`config.mk`:
```
export PLATFORM = sky130hd
export DESIGN_NAME = pmt_timers
export DESIGN_NICKNAME = d
export VERILOG_FILES = /design/src/rtl/pmt_pkg.sv /design/src/rtl/pmt_gp_timer.sv /design/src/rtl/pmt_timers.sv
export SDC_FILE = /design/constraint.sdc
export NUM_CORES = 1
export LEC_CHECK = 0
export BUFFER_PORTS_ARGS = -buffer_cell sky130_fd_sc_hd__buf_2
export CORE_MARGIN = 2
export CORE_UTILIZATION = 40
export DETAILED_ROUTE_END_ITERATION = 12
export GPL_TIMING_DRIVEN = 0
export PLACE_DENSITY = 0.71
export SYNTH_ARGS = -nofsm -noshare
export SYNTH_HDL_FRONTEND = slang
export SYNTH_SLANG_ARGS = --single-unit
```
`constraint.sdc`:
```
create_clock -name clk -period 2.4 [get_ports clk]
set_input_delay 0 -clock clk [delete_from_list [all_inputs] [get_ports clk]]
set_output_delay 0 -clock clk [all_outputs]
set_load 0.005 [all_outputs]
```
`src/rtl/pmt_pkg.sv`:
```
// Constants, field positions and carrier types of the power-management timers.
// Assumes one 200 MHz clock; every pin is synchronous to it.
package pmt_pkg;

	// ----------------------------------------------------------------
	// Clock and timebase
	// ----------------------------------------------------------------
	localparam int CLK_PERIOD_NS = 5;
	localparam logic [14:0] TB_CNT_MAX = 15'h7FFF; // 32,768 slow edges, 1 s
	localparam logic [14:0] TB_MS_MASK = 15'h001F; // 32 slow edges, about 1 ms
	localparam logic [1:0] ACPI_REF_DIV_LAST = 2'h3; // Reference divided by four

	// ----------------------------------------------------------------
	// Configuration space indices
	// ----------------------------------------------------------------
	localparam logic [7:0] IDX_PM_ENABLE_FOUR = 8'h83;
	localparam logic [7:0] IDX_SECOND_STATUS = 8'h87;
	localparam logic [7:0] IDX_T1_COUNT = 8'h88;
	localparam logic [7:0] IDX_T1_CONTROL = 8'h89;
	localparam logic [7:0] IDX_T2_COUNT = 8'h8A;
	localparam logic [7:0] IDX_T2_CONTROL = 8'h8B;
	localparam logic [7:0] IDX_VIDEO_COUNT = 8'h8E;
	localparam logic [7:0] IDX_PIN_DIR = 8'h90;
	localparam logic [7:0] IDX_PIN_CONTROL = 8'h92;

	// ----------------------------------------------------------------
	// Memory and fixed I/O offsets
	// ----------------------------------------------------------------
	localparam logic [7:0] MEM_TOP_STATUS = 8'h00;
	localparam logic [7:0] MEM_TIMER_STATUS = 8'h04;
	localparam logic [7:0] MEM_ACPI_COUNT = 8'h1C;
	localparam logic [15:0] IO_ACPI_COUNT = 16'h121C;

	// ----------------------------------------------------------------
	// Field positions
	// ----------------------------------------------------------------
	localparam int EN4_T1_ENABLE = 0;
	localparam int EN4_T2_ENABLE = 1;
	localparam int EN4_ACPI_INT = 5;
	localparam int CTL1_T1_MS = 7;
	localparam int CTL2_VIDEO_FAST = 6;
	localparam int CTL2_T2_WIDE = 5;
	localparam int CTL2_T1_WIDE = 4;
	localparam int CTL2_T2_MS = 3;
	localparam int CTL2_PIN_RELOAD = 2;
	localparam int PIN_BIT = 7;
	localparam int TOP_TIMER_BIT = 9;
	localparam int TOP_ACPI_BIT = 0;
	localparam logic [7:0] CTL2_WRITE_MASK = 8'hFC; // Bits 1:0 reserved

	// ----------------------------------------------------------------
	// Reset values
	// ----------------------------------------------------------------
	localparam logic [7:0] REG_RESET = 8'h00;
	localparam logic [23:0] ACPI_RESET = 24'hFFFFFC;

	// ----------------------------------------------------------------
	// Types
	// ----------------------------------------------------------------
	typedef enum logic [3:0] {
		PMT_IDLE = 4'b0001,
		PMT_PEND = 4'b0010,
		PMT_RUN = 4'b0100,
		PMT_DONE = 4'b1000
	} pmt_state_t;

	typedef struct packed {
		logic wr;
		logic rd;
		logic [7:0] idx;
		logic [7:0] wdata;
	} pmt_cfg_req_t;

	typedef struct packed {
		logic en;
		logic wide;
		logic [7:0] count;
	} pmt_gp_ctl_t;

endpackage

```
`src/rtl/pmt_gp_timer.sv`:
```
// One down-counting inactivity timer with deferred load.
// Assumes tick is a one-cycle pulse of the selected timebase: second, millisecond or every slow edge.
`timescale 1ns/1ps
module pmt_gp_timer import pmt_pkg::*; (
	input wire logic clk,
	input wire logic nrst,
	input wire pmt_gp_ctl_t ctl,
	input wire logic restart,
	input wire logic reload,
	input wire logic tick,
	output logic expire,
	output logic [15:0] cnt
);

	pmt_state_t state_q, state_d;
	logic [15:0] cnt_q, cnt_d;
	logic en_q;
	logic expire_q, expire_d;

	// ----------------------------------------------------------------
	// Next state
	// ----------------------------------------------------------------
	always_comb begin
		state_d = state_q;
		cnt_d = cnt_q;
		expire_d = 1'b0;
		if (!ctl.en) begin
			state_d = PMT_IDLE;
		end else if (restart || !en_q) begin
			state_d = PMT_PEND; // Load waits for the tick
		end else begin
			case (state_q)
				PMT_IDLE: state_d = PMT_PEND;
				PMT_PEND: begin
					if (tick) begin
						cnt_d = ctl.wide ? {ctl.count, 8'h00} : {8'h00, ctl.count};
						state_d = PMT_RUN;
					end
				end
				PMT_RUN: begin
					if (reload) begin
						state_d = PMT_PEND;
					end else if (tick) begin
						cnt_d = (cnt_q == 16'h0000) ? 16'h0000 : cnt_q - 16'h0001;
						if (cnt_q <= 16'h0001) begin
							expire_d = 1'b1;
							state_d = PMT_DONE;
						end
					end
				end
				PMT_DONE: state_d = PMT_DONE; // Idle until re-enabled or count rewritten
				default: state_d = PMT_IDLE;
			endcase
		end
	end

	// Registers
	always_ff @(posedge clk or negedge nrst) begin
		if (!nrst) begin
			state_q <= PMT_IDLE;
			cnt_q <= 16'h0000;
			en_q <= 1'b0;
			expire_q <= 1'b0;
		end else begin
			state_q <= state_d;
			cnt_q <= cnt_d;
			en_q <= ctl.en;
			expire_q <= expire_d;
		end
	end

	assign expire = expire_q;
	assign cnt = cnt_q;
endmodule // pmt_gp_timer

```
`src/rtl/pmt_timers.sv`:
```
// Power-management timers: two inactivity timers, video idle timer, ACPI timer.
// Assumes all pins synchronous to clk; config, memory and fixed I/O read ports.
//
// What this block does
// - Video timer uses 1 ms or 32 us
// - Timer two scale bit picks 8/16 bit
// - Timer one scale bit picks 8/16 bit
// - Wide load puts count in upper byte
// - Timer two ticks per second or millisecond
// - Edge-select bit picks rising or falling
// - ACPI counter advances at reference over four
// - Bit 23 change raises interrupt when enabled
// - ACPI count resets to 00FFFFFC
// - Fixed I/O read matches memory read
// - ACPI event sets second-level status bit
// - Expired timer interrupts, stays idle
// - Timer loads only on its selected timebase tick
`timescale 1ns/1ps
module pmt_timers import pmt_pkg::*; (
	input wire logic clk,
	input wire logic nrst,
	input wire pmt_cfg_req_t cfg_req,
	output logic [7:0] cfg_rdata,
	input wire logic mem_rd,
	input wire logic [7:0] mem_addr,
	output logic [31:0] mem_rdata,
	input wire logic io_rd,
	input wire logic [15:0] io_addr,
	output logic [31:0] io_rdata,
	input wire logic slow_timebase_clock,
	input wire logic acpi_ref_clock,
	input wire logic reload_trigger_pin,
	input wire logic [7:0] dev_activity,
	output logic mgmt_interrupt
);

	// Rising edge of a sampled level
	function automatic logic rise(input logic prev, input logic cur);
		rise = cur & ~prev;
	endfunction

	// ----------------------------------------------------------------
	// Configuration registers
	// ----------------------------------------------------------------
	logic [7:0] en4_q, en4_d, cnt1_q, cnt1_d, ctl1_q, ctl1_d, cnt2_q, cnt2_d;
	logic [7:0] ctl2_q, ctl2_d, vid_q, vid_d, dir_q, dir_d, pctl_q, pctl_d;
	logic [7:0] cfg_rdata_q, cfg_rdata_d;
	logic acpi_sts_q, acpi_sts_d;
	logic wr1, wr2, wrv;

	// Write decode and read mux
	always_comb begin
		en4_d = en4_q;
		cnt1_d = cnt1_q;
		ctl1_d = ctl1_q;
		cnt2_d = cnt2_q;
		ctl2_d = ctl2_q;
		vid_d = vid_q;
		dir_d = dir_q;
		pctl_d = pctl_q;
		if (cfg_req.wr) begin
			case (cfg_req.idx)
				IDX_PM_ENABLE_FOUR: en4_d = cfg_req.wdata;
				IDX_T1_COUNT: cnt1_d = cfg_req.wdata;
				IDX_T1_CONTROL: ctl1_d = cfg_req.wdata;
				IDX_T2_COUNT: cnt2_d = cfg_req.wdata;
				IDX_T2_CONTROL: ctl2_d = cfg_req.wdata & CTL2_WRITE_MASK;
				IDX_VIDEO_COUNT: vid_d = cfg_req.wdata;
				IDX_PIN_DIR: dir_d = cfg_req.wdata;
				IDX_PIN_CONTROL: pctl_d = cfg_req.wdata;
				default: en4_d = en4_q;
			endcase
		end
		case (cfg_req.idx)
			IDX_PM_ENABLE_FOUR: cfg_rdata_d = en4_q;
			IDX_SECOND_STATUS: cfg_rdata_d = {7'h00, acpi_sts_q};
			IDX_T1_COUNT: cfg_rdata_d = cnt1_q;
			IDX_T1_CONTROL: cfg_rdata_d = ctl1_q;
			IDX_T2_COUNT: cfg_rdata_d = cnt2_q;
			IDX_T2_CONTROL: cfg_rdata_d = ctl2_q;
			IDX_VIDEO_COUNT: cfg_rdata_d = vid_q;
			IDX_PIN_DIR: cfg_rdata_d = dir_q;
			IDX_PIN_CONTROL: cfg_rdata_d = pctl_q;
			default: cfg_rdata_d = 8'h00;
		endcase
		if (!cfg_req.rd) begin
			cfg_rdata_d = cfg_rdata_q;
		end
	end

	assign wr1 = cfg_req.wr && (cfg_req.idx == IDX_T1_COUNT);
	assign wr2 = cfg_req.wr && (cfg_req.idx == IDX_T2_COUNT);
	assign wrv = cfg_req.wr && (cfg_req.idx == IDX_VIDEO_COUNT);

	// Configuration registers
	always_ff @(posedge clk or negedge nrst) begin
		if (!nrst) begin
			en4_q <= REG_RESET;
			cnt1_q <= REG_RESET;
			ctl1_q <= REG_RESET;
			cnt2_q <= REG_RESET;
			ctl2_q <= REG_RESET;
			vid_q <= REG_RESET;
			dir_q <= REG_RESET;
			pctl_q <= REG_RESET;
			cfg_rdata_q <= REG_RESET;
		end else begin
			en4_q <= en4_d;
			cnt1_q <= cnt1_d;
			ctl1_q <= ctl1_d;
			cnt2_q <= cnt2_d;
			ctl2_q <= ctl2_d;
			vid_q <= vid_d;
			dir_q <= dir_d;
			pctl_q <= pctl_d;
			cfg_rdata_q <= cfg_rdata_d;
		end
	end

	// ----------------------------------------------------------------
	// Timebase and pin sampling
	// ----------------------------------------------------------------
	logic slow_q, slow_prev_q, ref_q, ref_prev_q, pin_q, pin_prev_q;
	logic [14:0] tb_q, tb_d;
	logic slow_edge, tick_32us, tick_ms, tick_sec, tick_t1, tick_t2, tick_vid;

	assign slow_edge = rise(slow_prev_q, slow_q);
	assign tick_32us = slow_edge;
	assign tick_ms = slow_edge && ((tb_q & TB_MS_MASK) == TB_MS_MASK);
	assign tick_sec = slow_edge && (tb_q == TB_CNT_MAX);
	assign tick_vid = ctl2_q[CTL2_VIDEO_FAST] ? tick_32us : tick_ms;
	assign tick_t1 = ctl1_q[CTL1_T1_MS] ? tick_ms : tick_sec;
	assign tick_t2 = ctl2_q[CTL2_T2_MS] ? tick_ms : tick_sec;

	// Free-running timebase counter
	always_comb begin
		tb_d = slow_edge ? tb_q + 15'h0001 : tb_q;
	end

	// Samples and timebase
	always_ff @(posedge clk or negedge nrst) begin
		if (!nrst) begin
			slow_q <= 1'b0;
			slow_prev_q <= 1'b0;
			ref_q <= 1'b0;
			ref_prev_q <= 1'b0;
			pin_q <= 1'b0;
			pin_prev_q <= 1'b0;
			tb_q <= 15'h0000;
		end else begin
			slow_q <= slow_timebase_clock;
			slow_prev_q <= slow_q;
			ref_q <= acpi_ref_clock;
			ref_prev_q <= ref_q;
			pin_q <= reload_trigger_pin;
			pin_prev_q <= pin_q;
			tb_q <= tb_d;
		end
	end

	// ----------------------------------------------------------------
	// Inactivity and video timers
	// ----------------------------------------------------------------
	logic pin_hit, reload_t2, reload_t1;
	logic exp1, exp2, expv;
	pmt_gp_ctl_t c1, c2, cv;

	// Edge select, then enable and direction gating
	assign pin_hit = pctl_q[PIN_BIT] ? rise(pin_q, pin_prev_q) : rise(pin_prev_q, pin_q);
	assign reload_t2 = pin_hit && ctl2_q[CTL2_PIN_RELOAD] && !dir_q[PIN_BIT];
	assign reload_t1 = |(dev_activity & {ctl2_q[7], ctl1_q[6:0]});
	assign c1 = '{en: en4_q[EN4_T1_ENABLE], wide: ctl2_q[CTL2_T1_WIDE], count: cnt1_q};
	assign c2 = '{en: en4_q[EN4_T2_ENABLE], wide: ctl2_q[CTL2_T2_WIDE], count: cnt2_q};
	assign cv = '{en: (vid_q != 8'h00), wide: 1'b0, count: vid_q};

	pmt_gp_timer u_t1 (
		.clk(clk),
		.nrst(nrst),
		.ctl(c1),
		.restart(wr1),
		.reload(reload_t1),
		.tick(tick_t1),
		.expire(exp1),
		.cnt()
	);

	pmt_gp_timer u_t2 (
		.clk(clk),
		.nrst(nrst),
		.ctl(c2),
		.restart(wr2),
		.reload(reload_t2),
		.tick(tick_t2),
		.expire(exp2),
		.cnt()
	);

	pmt_gp_timer u_vid (
		.clk(clk),
		.nrst(nrst),
		.ctl(cv),
		.restart(wrv),
		.reload(1'b0),
		.tick(tick_vid),
		.expire(expv),
		.cnt()
	);

	// ----------------------------------------------------------------
	// ACPI timer, status and read ports
	// ----------------------------------------------------------------
	logic [23:0] acpi_q, acpi_d;
	logic [1:0] div_q, div_d;
	logic acpi_tick, acpi_evt;
	logic [2:0] gp_sts_q, gp_sts_d;
	logic [31:0] mem_rdata_q, mem_rdata_d, io_rdata_q, io_rdata_d, acpi_word;
	logic irq_q, irq_d;

	assign acpi_tick = rise(ref_prev_q, ref_q) && (div_q == ACPI_REF_DIV_LAST);
	assign acpi_word = {8'h00, acpi_q};

	// Counter, sticky flags and read data
	always_comb begin
		div_d = rise(ref_prev_q, ref_q) ? div_q + 2'h1 : div_q;
		acpi_d = acpi_tick ? acpi_q + 24'h000001 : acpi_q;
		acpi_evt = en4_q[EN4_ACPI_INT] && (acpi_d[23] != acpi_q[23]);
		acpi_sts_d = acpi_sts_q;
		if (cfg_req.rd && (cfg_req.idx == IDX_SECOND_STATUS)) begin
			acpi_sts_d = 1'b0;
		end
		if (acpi_evt) begin
			acpi_sts_d = 1'b1;
		end
		gp_sts_d = gp_sts_q;
		if (mem_rd && (mem_addr == MEM_TIMER_STATUS)) begin
			gp_sts_d = 3'h0;
		end
		gp_sts_d = gp_sts_d | {expv, exp2, exp1};
		irq_d = acpi_sts_d || (gp_sts_d != 3'h0);
		mem_rdata_d = mem_rdata_q;
		if (mem_rd) begin
			case (mem_addr)
				MEM_TOP_STATUS: begin
					mem_rdata_d = 32'h00000000;
					mem_rdata_d[TOP_TIMER_BIT] = |gp_sts_q;
					mem_rdata_d[TOP_ACPI_BIT] = acpi_sts_q;
				end
				MEM_TIMER_STATUS: mem_rdata_d = {29'h00000000, gp_sts_q};
				MEM_ACPI_COUNT: mem_rdata_d = acpi_word;
				default: mem_rdata_d = 32'h00000000;
			endcase
		end
		io_rdata_d = io_rdata_q;
		if (io_rd) begin
			io_rdata_d = (io_addr == IO_ACPI_COUNT) ? acpi_word : 32'h00000000;
		end
	end

	// ACPI and status registers
	always_ff @(posedge clk or negedge nrst) begin
		if (!nrst) begin
			acpi_q <= ACPI_RESET;
			div_q <= 2'h0;
			acpi_sts_q <= 1'b0;
			gp_sts_q <= 3'h0;
			mem_rdata_q <= 32'h00000000;
			io_rdata_q <= 32'h00000000;
			irq_q <= 1'b0;
		end else begin
			acpi_q <= acpi_d;
			div_q <= div_d;
			acpi_sts_q <= acpi_sts_d;
			gp_sts_q <= gp_sts_d;
			mem_rdata_q <= mem_rdata_d;
			io_rdata_q <= io_rdata_d;
			irq_q <= irq_d;
		end
	end

	assign cfg_rdata = cfg_rdata_q;
	assign mem_rdata = mem_rdata_q;
	assign io_rdata = io_rdata_q;
	assign mgmt_interrupt = irq_q;
endmodule // pmt_timers

```
======== After elaboration in Yosys (flattened, before gate mapping) ========
Cells that the tools add are included.
word-level totals
  flip-flop bits (word level) ............. 252
  latch bits .............................. 0
  RAM bits ................................ 0
  ROM bits ................................ 0
  bits of input ports ..................... 57
  output and inout port bits .............. 73
  logic and storage cells ................. 211
  memories ................................ 0
cells by class
  $add $sub $neg .......................... 6
  multipliers ............................. 0
  divide/modulo/power cells ............... 0
  magnitude comparators ................... 3
  equality and inequality tests ........... 45
  shift-type cells ........................ 0
  mux-type cells .......................... 64
  bitwise logic cells ..................... 13
  reductions and logical operators ........ 44
operators by type and width
  cell                                                                      count
  16-bit 2-to-1 mux                                                         13
  16-bit case mux with 2 select lines                                       3
  8-bit equality test (second input constant)                               9
  24-bit case mux with 3 select lines                                       1
  8-bit case mux with 9 select lines                                        1
  4-bit 2-to-1 mux                                                          17
  16-bit by 1-bit <= comparator with 1-bit output (second input constant)   3
  16-bit zero test                                                          3
  24-bit 2-to-1 mux                                                         2
  4-bit case mux with 4 select lines                                        3
  16-bit by 1-bit subtractor with 16-bit output (second input constant)     3
  24-bit by 1-bit adder with 24-bit output (second input constant)          1
  1-bit 2-to-1 mux                                                          23
  16-bit by 13-bit equality test with 1-bit output (second input constant)  1
  2-bit != test (second input constant)                                     8
  2-bit AND reduction                                                       8
  15-bit by 1-bit adder with 15-bit output (second input constant)          1
  15-bit equality test (second input constant)                              1
  4-bit by 1-bit equality test with 1-bit output (second input constant)    3
  4-bit by 2-bit equality test with 1-bit output (second input constant)    3
  4-bit by 3-bit equality test with 1-bit output (second input constant)    3
  4-bit equality test (second input constant)                               3
  4-bit != test (second input constant)                                     3
  6-bit AND reduction                                                       2
  other kinds (25)                                                          57

======== Longest topological paths before layout ========
Gate-level depths: netlist of the first run.
  depth after elaboration ................. 9
  mapped depth ............................ 10
  mapped depth without buffers ............ 7

======== By module ========
From an unflattened synthesis of the first run, not the netlist that was laid out.
second synthesis, totals
  cell total of the unflattened synthesis .. 1253
  area, all modules ....................... 12773.5 um^2
by module, submodules not included
  module                    instances  cells each  area each (um^2)  sequential area each (um^2)
  pmt_timers                1          695         7749.9            4281.6
  pmt_gp_timer at u_t2 ...  2          186         1691.6            551.8
  pmt_gp_timer at u_t1      1          186         1640.3            551.8

======== Least setup slack after synthesis of the first run ========
OpenSTA, ideal clock, no wires.
  path type ............................... register to register
  start ................................... register u_t1.cnt_q[0], in the netlist u_t1.cnt[0]
  end ..................................... register u_t1.cnt_q[14], in the netlist u_t1.cnt[14]
  library setup time ...................... 143 ps
  arrival ................................. 2289 ps
  data required time ...................... 2257 ps
  path slack .............................. -32 ps
  cell stages (with the launch flop) ...... 8
  buffers on the path ..................... 0
  period minus slack after synthesis ...... 2432 ps
  cells stage by stage .................... dfrtp_1 -> inv_1 -> ha_1 -> or3b_2 -> or3_1 -> or3_1 -> a2111oi_0 -> o22ai_1
between the ends
  cells in the longest elaborated chain, start to end .. 5
  elaborated cells between the ends (all ways) .. 6
  those cells by class .................... add/sub: 1; mux: 4; reduce/logical: 1
ends and longest elaborated chain
  item                                                                                      RTL line            source
  start, declared                                                                           pmt_gp_timer.sv:16  logic [15:0] cnt_q, cnt_d;
  start signal, assigned                                                                    pmt_gp_timer.sv:66  cnt_q <= cnt_d;
  16-bit by 1-bit subtractor with 16-bit output / 16-bit zero test (equally long branches)  pmt_gp_timer.sv:44  cnt_d = (cnt_q == 16'h0000) ? 16'h0000 : cnt_q - 16'h0001;
  16-bit 2-to-1 mux (*)                                                                     pmt_gp_timer.sv:44
  16-bit 2-to-1 mux (*)                                                                     pmt_gp_timer.sv:43  end else if (tick) begin
  16-bit 2-to-1 mux (*)                                                                     pmt_gp_timer.sv:41  if (reload) begin
  16-bit case mux with 2 select lines (*)                                                   pmt_gp_timer.sv:32  case (state_q)
Every way passes the cells marked *; elsewhere a longest branch is shown, timed or not. The select of a mux whose other input is x is not followed.
A chain may end at the register's enable or synchronous reset.

======== Final worst setup path of the first run ========
  start ................................... register u_t1.state_q[1]
  end ..................................... register u_t1.cnt_q[12], in the netlist u_t1.cnt[12]
between the ends
  cells in the longest elaborated chain, start to end .. 3
  elaborated cells between the ends (all ways) .. 8
  those cells by class .................... eq/ne: 5; mux: 1; reduce/logical: 2
ends and longest elaborated chain
  item                                                                                                                     RTL line            source
  start, declared                                                                                                          pmt_gp_timer.sv:15  pmt_state_t state_q, state_d;
  start signal, assigned                                                                                                   pmt_gp_timer.sv:65  state_q <= state_d;
  4-bit by 3-bit equality test with 1-bit output / 4-bit by 2-bit equality test with 1-bit output (equally long branches)  pmt_gp_timer.sv:32
  2-bit != test (no source line) / 2-bit nonzero test (equally long branches)                                              --
  6-bit AND reduction (no source line)                                                                                     --
Several ways; a longest one is shown, not always the timed one.

==> metrics.md, run 1 <==
| Metric | Value |
|---|---|
| DR WL met2 | 15.6 mm |
| Final WL | 32.4 mm |
| DR vias | 10204 |
| Share of cells above drive strength 1 | 25.5% |
| Finished Cell Area | 0.0148 mm² |
| I/O pin count | 130 |
| CTS tree | yes |
| Final Wtd Congestion | 0.906 |
| Syn Area/Cell | 10.1 µm² |
| Worst-case reg-to-reg path depth | 6 |
| Area after DPL | 0.0131 mm² |
| Post-synth EDFFs | 0 |
| Port Buffers | 110 |
| Area of the die | 0.0313 mm² |
| Startpoint types | register |
| Bufs on Longest Clock Path | 3 |
| Worst path required time | 2850 ps |
| Avg WL per Cell | 18.0 µm |
| Cells after synthesis | 1183 |
| Drt drc | 0 |
| Maximum vdd ir drop | 0.601 mV |
| Worst hold margin | 37.4 ps |
| Slowest stage delay, CP | 760 ps |
| Skew-Pair Late Insertion Delay | 520 ps |
| GRT Util Overall | 20.1% |
| Min Tclk post-route | 2360 ps |
| Slowest CP cell | or4b_2 |
| Number of cells on the worst hold path | 5 |
| Die Y | 177 µm |
| First-pass GRT wire length | 51.1 mm |
| Rel. slew slack | 35.2% |
| Hold Vio Cnt, Final | 0 |
| #FFs+latches synth | 236 |
| Htree depth | 1 |
| Drt first pass iters | 5 |
| Metal3 WL | 2.16 mm |
| Core Region | 0.0296 mm² |
| Hold Crit Class | input port to register |
| Clk slew on worst S/H paths | 60 ps |
| Clock Skew | 12.0 ps |
| Synth-to-Final Area Change | 23.5% |
| Unrepaired setup endpoints after global routing | true |
| Unique masters post-synth | 78 |
| Leakage | 0.00653 µW |
| Actual slew at the worst max-slew pin | 957 ps |
| Sequential cell area | 0.00594 mm² |
| Rows | 63 |
| Status | finished, final reports clean |
| Met1 WL | 13.8 mm |
| Register area share after synthesis | 49.6% |
| Slew Limit Fails | 0 |
| Clk root buf | clkbuf_16 |
| First-iteration detailed-routing DRC count | 767 |
| Async S/R FF share, synth | 100% |
| Final design utilization | 50.0% |
| FMAX | 425 MHz |
| Net count, final | 1462 |
| Crit path kind | register to register |
| Clk sinks | 236 |
| Detail Placement HPWL | 22.2 mm |
| Final worst-path cycle share | 98.1% |
| Worst-path cell chain | clkbuf_1, or4b_2, a21oi_4, buf_2, a32oi_1, o22ai_2 |
| Die W | 177 µm |
| Number of synthesis warnings | 0 |
| Critical Path AT | 2800 ps |
| Highest metal used | met4 |
| CP Capture Type | register |
| Synthesized cell area | 0.0120 mm² |
| Num CTS Buffers | 26 |
| Final setup viols | 0 |
| CP Max Fanout | 10 |
| Pwr dens | 625 mW/mm² |
| Multi-input gate area | 0.00567 mm² |
| Filler cell count | 2664 |
| Worst R2R Setup Slack | 40 ps |
| Antenna violations before repair | 0 |
| Grt ovf | 0 |
| ANT nets after route | 0 |
| Top_reg_cell synth | dfrtp_1 |
| Max-cap violations | 0 |
| Vias in the first global route | 9931 |
| Vias per Instance | 5.66 |
| # diodes | 0 |
| Largest net degree at the start of global routing | 109 |
| Starting Density | 40.5% |
-- cells in the mapped netlist (25+ instances only) --
| master | count | area [µm²] |
|---|---|---|
| a22oi_1 | 33 | 248 |
| clkbuf_1 | 46 | 173 |
| dfrtp_1 | 211 | 5280 |
| dfstp_2 | 25 | 657 |
| inv_1 | 78 | 293 |
| mux2_2 | 64 | 721 |
| nand2_1 | 107 | 402 |
| nand3_1 | 54 | 270 |
| nor2_1 | 52 | 195 |
| nor3_1 | 33 | 165 |
| o21ai_0 | 87 | 435 |
| xnor2_1 | 28 | 245 |
-- layout by cell type, fill, tap and decap left out, types with 29 or more instances in the layout --
| cell | count |
|---|---|
| a22oi_1 | 33 |
| buf_2 | 114 |
| buf_4 | 45 |
| clkbuf_1 | 38 |
| dfrtp_1 | 210 |
| dlygate4sd3_1 | 29 |
| inv_1 | 76 |
| mux2_2 | 64 |
| nand2_1 | 106 |
| nand3_1 | 54 |
| nor2_1 | 52 |
| nor3_1 | 32 |
| o21ai_0 | 85 |
-- what timing repair did --
action,CTS,global route
buffers inserted,8,20
pin swaps,4,12
gates resized for setup,37,44
endpoints found under the hold margin,293,0
gates cloned,0,2
hold buffers,30,0
endpoints found under the setup margin,52,53
-- state kept, by name, indices dropped and copies added, names as in the netlist, 15 cells and up --
signal	flops
u_vid.cnt	16
u_t2.cnt	16
acpi_q	24
mem_rdata	24
u_t1.cnt	16
tb_q	15
io_rdata	24
-- logic make-up after synthesis --
logic type / Yosys count / synth area share, %
adder cells (fa/ha/maj): 13 / 1.36
buffers and inverters: 152 / 5.53
other: 1 / 0.0313
XOR/XNOR: 41 / 3.00
multiplexers: 71 / 6.65
AO/OA/AOI/OAI: 285 / 16.6
AND/OR/NAND/NOR: 384 / 17.3
flip-flops: 236 / 49.6
-- path summary, 6_finish.rpt --
kind | start | end
hold / removal | mem_addr[7] | mem_rdata[9]$_DFFE_PN0P_
hold reg to reg | pin_q$_DFF_PN0_ | pin_prev_q$_DFF_PN0_
setup / recovery | u_t1.state_q[1]$_DFFE_PN0P_ | u_t1.cnt[12]$_DFFE_PN0P_
max in group asynchronous | nrst | u_t2.cnt[14]$_DFFE_PN0P_
min in group asynchronous | nrst | acpi_q[19]$_DFFE_PN1P_
setup reg to reg | u_t1.state_q[1]$_DFFE_PN0P_ | u_t1.cnt[12]$_DFFE_PN0P_
-- stage by stage --
| step | cells | setup WS [ps] | power (µW) | TNS, ps |
|---|---|---|---|---|
| after global placement | 1698 | -2930 | 5260 | -658050 |
| after floorplan | 1198 | 8.17 | 4950 | 0 |
| after detailed placement | 1700 | -415 | 5320 | -11530 |
| after global routing | 1802 | -86.5 | 9640 | -296 |
| final | 1802 | 44.6 | 9250 | 0 |
| after CTS | 1785 | 0.498 | 9330 | 0 |
-- cell type report --
cell class                      instances  share of cell area [%]
Sequential cell                       236                    40.2
Multi-Input combinational cell        810                    38.3
Timing Repair Buffer                  172                    7.93
Clock buffer                           38                    5.25
Tap cell                              390                    3.30
Buffer                                 68                    2.59
Inverter                               78                    1.98
Clock inverter                         10                   0.474
-- layer usage --
metal	GRT usage [%]	vias to the layer above
li1	-	4722
met1	26.6	5013
met2	33.9	401
met3	3.26	68
met4	5.75	0
met5	0	-
-- where the power goes --
group | switching (µW) | total (µW) | internal [µW]
Sequential | 252 | 4440 | 4190
Combinational | 485 | 908 | 423
Clock | 1640 | 3900 | 2260
-- critical path: cells and delay by family, from the launching register on --
family / cells / cell delay, ps
simple gates: 1 / 760
buf+inv: 2 / 480
flops: 1 / 350
compound gates: 3 / 680
Note: power is estimated with default switching activity, not from simulation.
==> run 2, diff against run 1 <==
CORE_MARGIN = not set   (was 2)
==> run 2 against run 1 <==
  * The flow now finishes with violations (setup timing)
  * Critical path type unchanged
  * Clock power grew 5.6%
  * Die area fell by 2.2%
  * Utilization increased by 0.94 points
  * Non-clock buffer count is 6 lower
  * Maximum frequency decreased by 1.9%
  * Via count hardly changed
  * Sequential share of layout area decreased by 0.085 points
  * Sequential power is essentially flat
==> metrics.md, run 2 (synthesis results as in run 1) <==
| Metric | Value |
|---|---|
| Crit path top cell by count | buf_6 |
| Critical Path AT | 2810 ps (about the same) |
| GRT Util Overall | 20.5% (+0.39 points) |
| Final Wtd Congestion | 0.928 (+2.5%) |
| Worst-path cell chain | nand4_1, or4_4, o21a_1, buf_6, or3_1, buf_6, mux2_4 |
| Filler cell count | 2647 (-0.64%) |
| Status | complete, but fails checks |
| Power, Total | 9500 µW (+2.7%) |
| Final setup viols | 1 (+1) |
| Min Tclk post-route | 2400 ps (+46.6 ps) |
| Crit path kind | register to register |
| Antenna violations before repair | 0 (unchanged) |
| CTS tree | yes |
| Net count, final | 1456 (-0.41%) |
| Detail Placement HPWL | 21.7 mm (-2.4%) |
| Leakage | 0.00652 µW (about the same) |
| Max-cap violations | 0 (unchanged) |
| Violated checks | setup timing |
| Share of cells above drive strength 1 | 25.9% (+0.43 points) |
| Clk slew on worst S/H paths | 60 ps (about the same) |
| Slowest stage delay, CP | 600 ps (-160 ps) |
| Actual slew at the worst max-slew pin | 930 ps (-27.4 ps) |
| Core Region | 0.0291 mm² (-1.6%) |
| Switch Pwr | 2360 µW (-0.79%) |
| Share of power burned in registers | 46.9% (-1.1 points) |
| Clk root buf | clkbuf_16 |
| Avg WL per Cell | 17.9 µm (-0.65%) |
| Die Y | 175 µm (-1.1%) |
| Worst path required time | 2810 ps (-40 ps) |
| ANT nets after route | 0 (unchanged) |
| Die W | 175 µm (-1.1%) |
| Starting Density | 41.2% (+0.65 points) |
| Clock Skew | 13.3 ps (+1.23 ps) |
| Final WL | 31.9 mm (-1.4%) |
| Hold Vio Cnt, Final | 0 (unchanged) |
| Htree depth | 1 (unchanged) |
| Clock share of power | 43.4% (+1.3 points) |
| CP Capture Type | register |
| Pwr dens | 640 mW/mm² (+2.4%) |
| DR vias | 10197 (-0.069%) |
| Multi-input gate area | 0.00574 mm² (+1.3%) |
| First-iteration detailed-routing DRC count | 898 (+17%) |
| Startpoint types | register |
| Worst R2R Setup Slack | -2 ps (-50 ps) |
| Unrepaired setup endpoints after global routing | true |
| Final design utilization | 51.0% (+0.94 points) |
| Vias in the first global route | 9667 (-2.7%) |
| Num CTS Buffers | 26 (unchanged) |
| Vias per Instance | 5.70 (+0.71%) |
| Rel. slew slack | 37.0% (+1.9 points) |
| Int Pwr | 7140 µW (+3.9%) |
| # diodes | 0 (unchanged) |
| First-pass GRT wire length | 51.3 mm (+0.39%) |
| Synth-to-Final Area Change | 23.8% |
| Clk sinks | 236 (unchanged) |
| CP Max Fanout | 6 (-4) |
| Drt drc | 0 (unchanged) |
| Rows | 62 (-1.6%) |
| Setup WS post-layout | -1.96 ps (-46.6 ps) |
| Port Buffers | 110 (unchanged) |
| Comb power frac | 9.7% (about the same) |
| Hold Crit Class | input port to register |
| Most frequent cells in the layout | 208 x dfrtp_1, 113 x buf_2, 106 x nand2_1 |
| Slew Limit Fails | 0 (unchanged) |
| Commonest non-fill, non-tap cell in the layout | dfrtp_1 |
| Maximum vdd ir drop | 0.778 mV (+30%) |
| Largest net degree at the start of global routing | 125 (+15%) |
| Bufs on Longest Clock Path | 3 (unchanged) |
| Final Non-Filler Cells | 1788 (-0.78%) |
| Grt ovf | 0 (unchanged) |
| Switching share of power | 24.8% (-0.87 points) |
| Skew-Pair Late Insertion Delay | 530 ps (about the same) |
| FMAX | 416 MHz (-1.9%) |
| Area of the die | 0.0306 mm² (-2.2%) |
| I/O pin count | 130 (unchanged) |
| Drt first pass iters | 5 (unchanged) |
| DP Cell Count | 1694 (-0.35%) |
| Sequential cell area | 0.00594 mm² (about the same) |
| Slowest CP cell | or4_4 |
| Final worst-path cycle share | 100% (+1.9 points) |
[run 2: cell count changes in the layout (fill, tap and decap cells not counted), moves of 3 or more]
cell	before	now
a2111oi_1	3	0
or4_1	6	9
bufinv_16	0	4
o22ai_1	18	11
or4_4	6	3
clkbuf_8	6	1
buf_4	45	41
o22ai_2	1	7
[run 2: area by class of cell]
class                      instances  area share (%)
sequential                       236            40.1
multi-input combinational        810            38.7
timing repair buffer             165            7.39
clock buffer                      34            4.80
tap                              384            3.24
buffer                            69            2.68
inverter                          78            1.97
clock inverter                    12            1.11
[run 2: routing by layer]
layer / track usage (%) / up-vias / share of wire [%]
met5: 0 / - / 0
met4: 5.18 / 0 / 2.2
met3: 3.26 / 52 / 6.5
met2: 32.7 / 406 / 46
met1: 29.0 / 5033 / 45
li1: - / 4706 / -
[run 2: per-stage QoR]
stage	setup WS [ps]	hold slack, ps	TNS (ps)	area [µm²]
floorplan	8.17	-296	0	12000
global placement	-2830	111	-633150	13100
detailed placement	-362	113	-10290	13100
CTS	-2.85	8.76	-5.56	14600
global route	-88.1	40.9	-667	14800
finish	-1.96	29.2	-1.96	14800
[run 2: timing repair]
action	4_1_cts	5_1_grt
cloned	1	3
resized for setup	42	52
pin swaps	8	10
setup buffers	15	6
setup endpoints to repair	54	52
hold buffers	28	0
endpoints found under the hold margin	201	0
[run 2: worst paths after layout]
path,startpoint,to,cells after the start
worst max-delay path,tb_q[8]$_DFFE_PN0P_,u_t1.cnt[1]$_DFFE_PN0P_,7
worst max register to register,tb_q[8]$_DFFE_PN0P_,u_t1.cnt[1]$_DFFE_PN0P_,7
worst min register to register,pin_q$_DFF_PN0_,pin_prev_q$_DFF_PN0_,0
max in group asynchronous,nrst,tb_q[2]$_DFFE_PN0P_,4
worst min-delay path,cfg_req[8],cfg_rdata[1]$_DFFE_PN0P_,4
min in group asynchronous,nrst,io_rdata[23]$_DFFE_PN0P_,3
[run 2: critical path, delay by kind of cell (launching register included)]
| family | cells | cell delay, ps |
|---|---|---|
| and+or+nand+nor | 3 | 1090 |
| DFF | 1 | 390 |
| buffers and inverters | 2 | 290 |
| muxes | 1 | 290 |
| AOI/OAI and AO/OA | 1 | 230 |
[run 2: power groups by stage]
stage / clock network (µW) / logic (µW) / registers [µW]
2_1_floorplan: 0 / 554 / 4390
6_report: 4120 / 921 / 4460
5_1_grt: 4370 / 1020 / 4480
4_1_cts: 4190 / 948 / 4390
3_5_place_dp: 0 / 853 / 4460
3_3_place_gp: 0 / 815 / 4450
==> run 3, diff against run 2 <==
CORE_ASPECT_RATIO = 0.8   (was not set)
PLACE_DENSITY = 0.69   (was 0.71)
clock period = 2.7 ns   (was 2.4 ns; I/O delays follow)
==> run 3 against run 2 <==
  * Highest routed layer unchanged
  * Clock skew is 2.9 ps higher
  * Critical path depth is the same
  * The run now ends clean
  * Sequential power decreased by 12%
  * Register-to-register slack improved by 110 ps
  * Final cell count is 1.6% lower
  * Routed wire length down 1.7%
  * Worst setup slack improved by 110 ps
  * Die area about the same
  * First-iteration DRC count decreased by 19%
  * Via count shrank 2.0%
  * Combinational power down 14%
==> metrics.md, run 3 (synthesis results as in run 1) <==
| Metric | Value |
|---|---|
| Most frequent cells in the layout | 211 x dfrtp_1, 116 x buf_2, 106 x nand2_1 |
| # diodes | 0 (unchanged) |
| CP Max Fanout | 6 (unchanged) |
| Drt first pass iters | 5 (unchanged) |
| Grt ovf | 0 (unchanged) |
| Antenna violations before repair | 0 (unchanged) |
| Slowest stage delay, CP | 500 ps (-100 ps) |
| Maximum vdd ir drop | 0.407 mV (-48%) |
| Clk sinks | 236 (unchanged) |
| Num CTS Buffers | 26 (unchanged) |
| Pwr dens | 581 mW/mm² (-9.3%) |
| Vias in the first global route | 9649 (-0.19%) |
| Min Tclk post-route | 2590 ps (+192 ps) |
| Clock share of power | 43.5% (about the same) |
| Worst path required time | 3110 ps (+300 ps) |
| Final WL | 31.4 mm (-1.7%) |
| Htree depth | 1 (unchanged) |
| Finished Cell Area | 0.0143 mm² (-3.4%) |
| Worst-path cell chain | inv_1, ha_4, or3b_2, or3_1, or3_1, a2111oi_2, o22ai_1 |
| Leakage | 0.00632 µW (-3.0%) |
| Area of the die | 0.0306 mm² (about the same) |
| Final worst-path cycle share | 96.1% (-4.0 points) |
| Vias per Instance | 5.68 (-0.42%) |
| Comb power frac | 9.5% (-0.2 points) |
| Status | finished, final reports clean |
| Startpoint types | register |
| Final setup viols | 0 (-1) |
| Critical Path AT | 3000 ps (+190 ps) |
| Slowest CP cell | or3b_2 |
| ANT nets after route | 0 (unchanged) |
| GRT Util Overall | 20.7% (+0.20 points) |
| Int Pwr | 6220 µW (-13%) |
| Worst R2R Setup Slack | 110 ps (+110 ps) |
| Port Buffers | 110 (unchanged) |
| Clk slew on worst S/H paths | 60 ps (about the same) |
| Commonest non-fill, non-tap cell in the layout | dfrtp_1 |
| I/O pin count | 130 (unchanged) |
| FMAX | 386 MHz (-7.4%) |
| First-pass GRT wire length | 51.3 mm (+0.12%) |
| Clock Skew | 16.2 ps (+2.92 ps) |
| Post-CTS Setup Bufs | 0 (-15) |
| Setup WS post-layout | 106 ps (+108 ps) |
| Actual slew at the worst max-slew pin | 901 ps (-28.3 ps) |
| CP Capture Type | register |
| Sequential cell area | 0.00594 mm² (about the same) |
| Switch Pwr | 2100 µW (-11%) |
| Detail Placement HPWL | 21.8 mm (+0.49%) |
| Crit path top cell by count | or3_1 |
| Multi-input gate area | 0.00550 mm² (-4.2%) |
| Share of power burned in registers | 47.0% (about the same) |
| Area after DPL | 0.0131 mm² (-0.30%) |
| Die Y | 157 µm (-10%) |
| Synth-to-Final Area Change | 19.6% |
| Share of cells above drive strength 1 | 21.8% (-4.2 points) |
| First-iteration detailed-routing DRC count | 724 (-19%) |
| Hold Crit Class | input port to register |
| Rows | 56 (-9.7%) |
| Skew-Pair Late Insertion Delay | 540 ps (about the same) |
| Clk root buf | clkbuf_16 |
| DR vias | 9995 (-2.0%) |
| Power, Total | 8320 µW (-12%) |
| Hold Vio Cnt, Final | 0 (unchanged) |
| Drt drc | 0 (unchanged) |
| DP Worst Slack | -47.6 ps (+314 ps) |
| Fin Setup TNS | 0 ps (+1.96 ps) |
| Filler cell count | 2691 (+1.7%) |
| Starting Density | 40.8% (-0.38 points) |
| Core Region | 0.0294 mm² (+0.92%) |
| CTS tree | yes |
| Crit path kind | register to register |
| Die W | 195 µm (+12%) |
| Largest net degree at the start of global routing | 122 (-2.4%) |
| Max-cap violations | 0 (unchanged) |
| Net count, final | 1434 (-1.5%) |
| WP buf/inv | 1 (-1) |
| Bufs on Longest Clock Path | 3 (unchanged) |
| CP top delay family | simple AND/OR/NAND/NOR gates |
| Switching share of power | 25.2% (+0.38 points) |
| Slew Limit Fails | 0 (unchanged) |
| Avg WL per Cell | 17.9 µm (about the same) |
| Rel. slew slack | 39.3% (+2.3 points) |
| Final Wtd Congestion | 0.926 (-0.25%) |
==> run 3: changes by cell type in the layout (fill, tap and decap cells not counted), sizes merged <==
| cell | change |
|---|---|
| buf | -27 |
| bufinv | -2 |
| clkbuf | +7 |
| clkinv | -1 |
| inv | +2 |
==> run 3: power by group through the flow <==
stage	logic (µW)	registers (µW)	clock network, µW
5_1_grt	891	3930	3880
3_5_place_dp	747	3970	0
6_report	789	3910	3620
2_1_floorplan	492	3900	0
4_1_cts	780	3900	3700
3_3_place_gp	720	3960	0
==> run 3: layout make-up <==
type / instances / area share (%)
inverter: 78 / 2.04
sequential: 236 / 41.5
multi-input combinational: 810 / 38.4
timing repair buffer: 139 / 6.06
clock inverter: 11 / 0.821
buffer: 73 / 2.57
clock buffer: 36 / 5.30
tap: 377 / 3.29
==> run 3: path summary, 6_finish.rpt <==
| kind | from | end | cells past startpoint |
|---|---|---|---|
| setup / recovery | u_t1.cnt[1]$_DFFE_PN0P_ | u_t1.cnt[14]$_DFFE_PN0P_ | 7 |
| hold / removal | dev_activity[5] | u_t1.expire$_DFF_PN0_ | 5 |
| max in group asynchronous | nrst | u_t1.cnt[4]$_DFFE_PN0P_ | 3 |
| hold reg to reg | pin_q$_DFF_PN0_ | pin_prev_q$_DFF_PN0_ | 0 |
| setup reg to reg | u_t1.cnt[1]$_DFFE_PN0P_ | u_t1.cnt[14]$_DFFE_PN0P_ | 7 |
| min in group asynchronous | nrst | mem_rdata[20]$_DFFE_PN0P_ | 2 |
==> run 3: layer usage <==
| layer | global-route usage (%) | vias up | wire [µm] | part of all wire (%) |
|---|---|---|---|---|
| met4 | 5.74 | 0 | 694 | 2.2 |
| met1 | 30.8 | 4925 | 15200 | 48 |
| li1 | - | 4673 | - | - |
| met5 | 0 | - | 0 | 0 |
| met2 | 30.7 | 351 | 13400 | 43 |
| met3 | 3.62 | 46 | 2150 | 6.8 |
==> run 3: metrics by stage <==
stage | instances | hold slack [ps] | utilization [%]
finish | 1760 | 50.2 | 48.8
global route | 1760 | 72.3 | 48.8
CTS | 1761 | 20.7 | 48.6
detailed placement | 1686 | 113 | 44.6
global placement | 1685 | 111 | 44.5
floorplan | 1198 | -296 | -
==> run 3: what timing repair did <==
item | 4_1_cts | 5_1_grt
gates resized for setup | 3 | 19
hold buffers | 28 | 0
hold endpoints to repair | 178 | 0
pin swaps | 0 | 1
setup endpoints to repair | 12 | 40
cloned | 0 | 0
==> run 3: worst reg2reg max path: stages, from the launching register on <==
cell       delay (ps)
dfrtp_1           400
inv_1             160
ha_4              190
or3b_2            500
or3_1             380
or3_1             340
a2111oi_2         370
o22ai_1           130
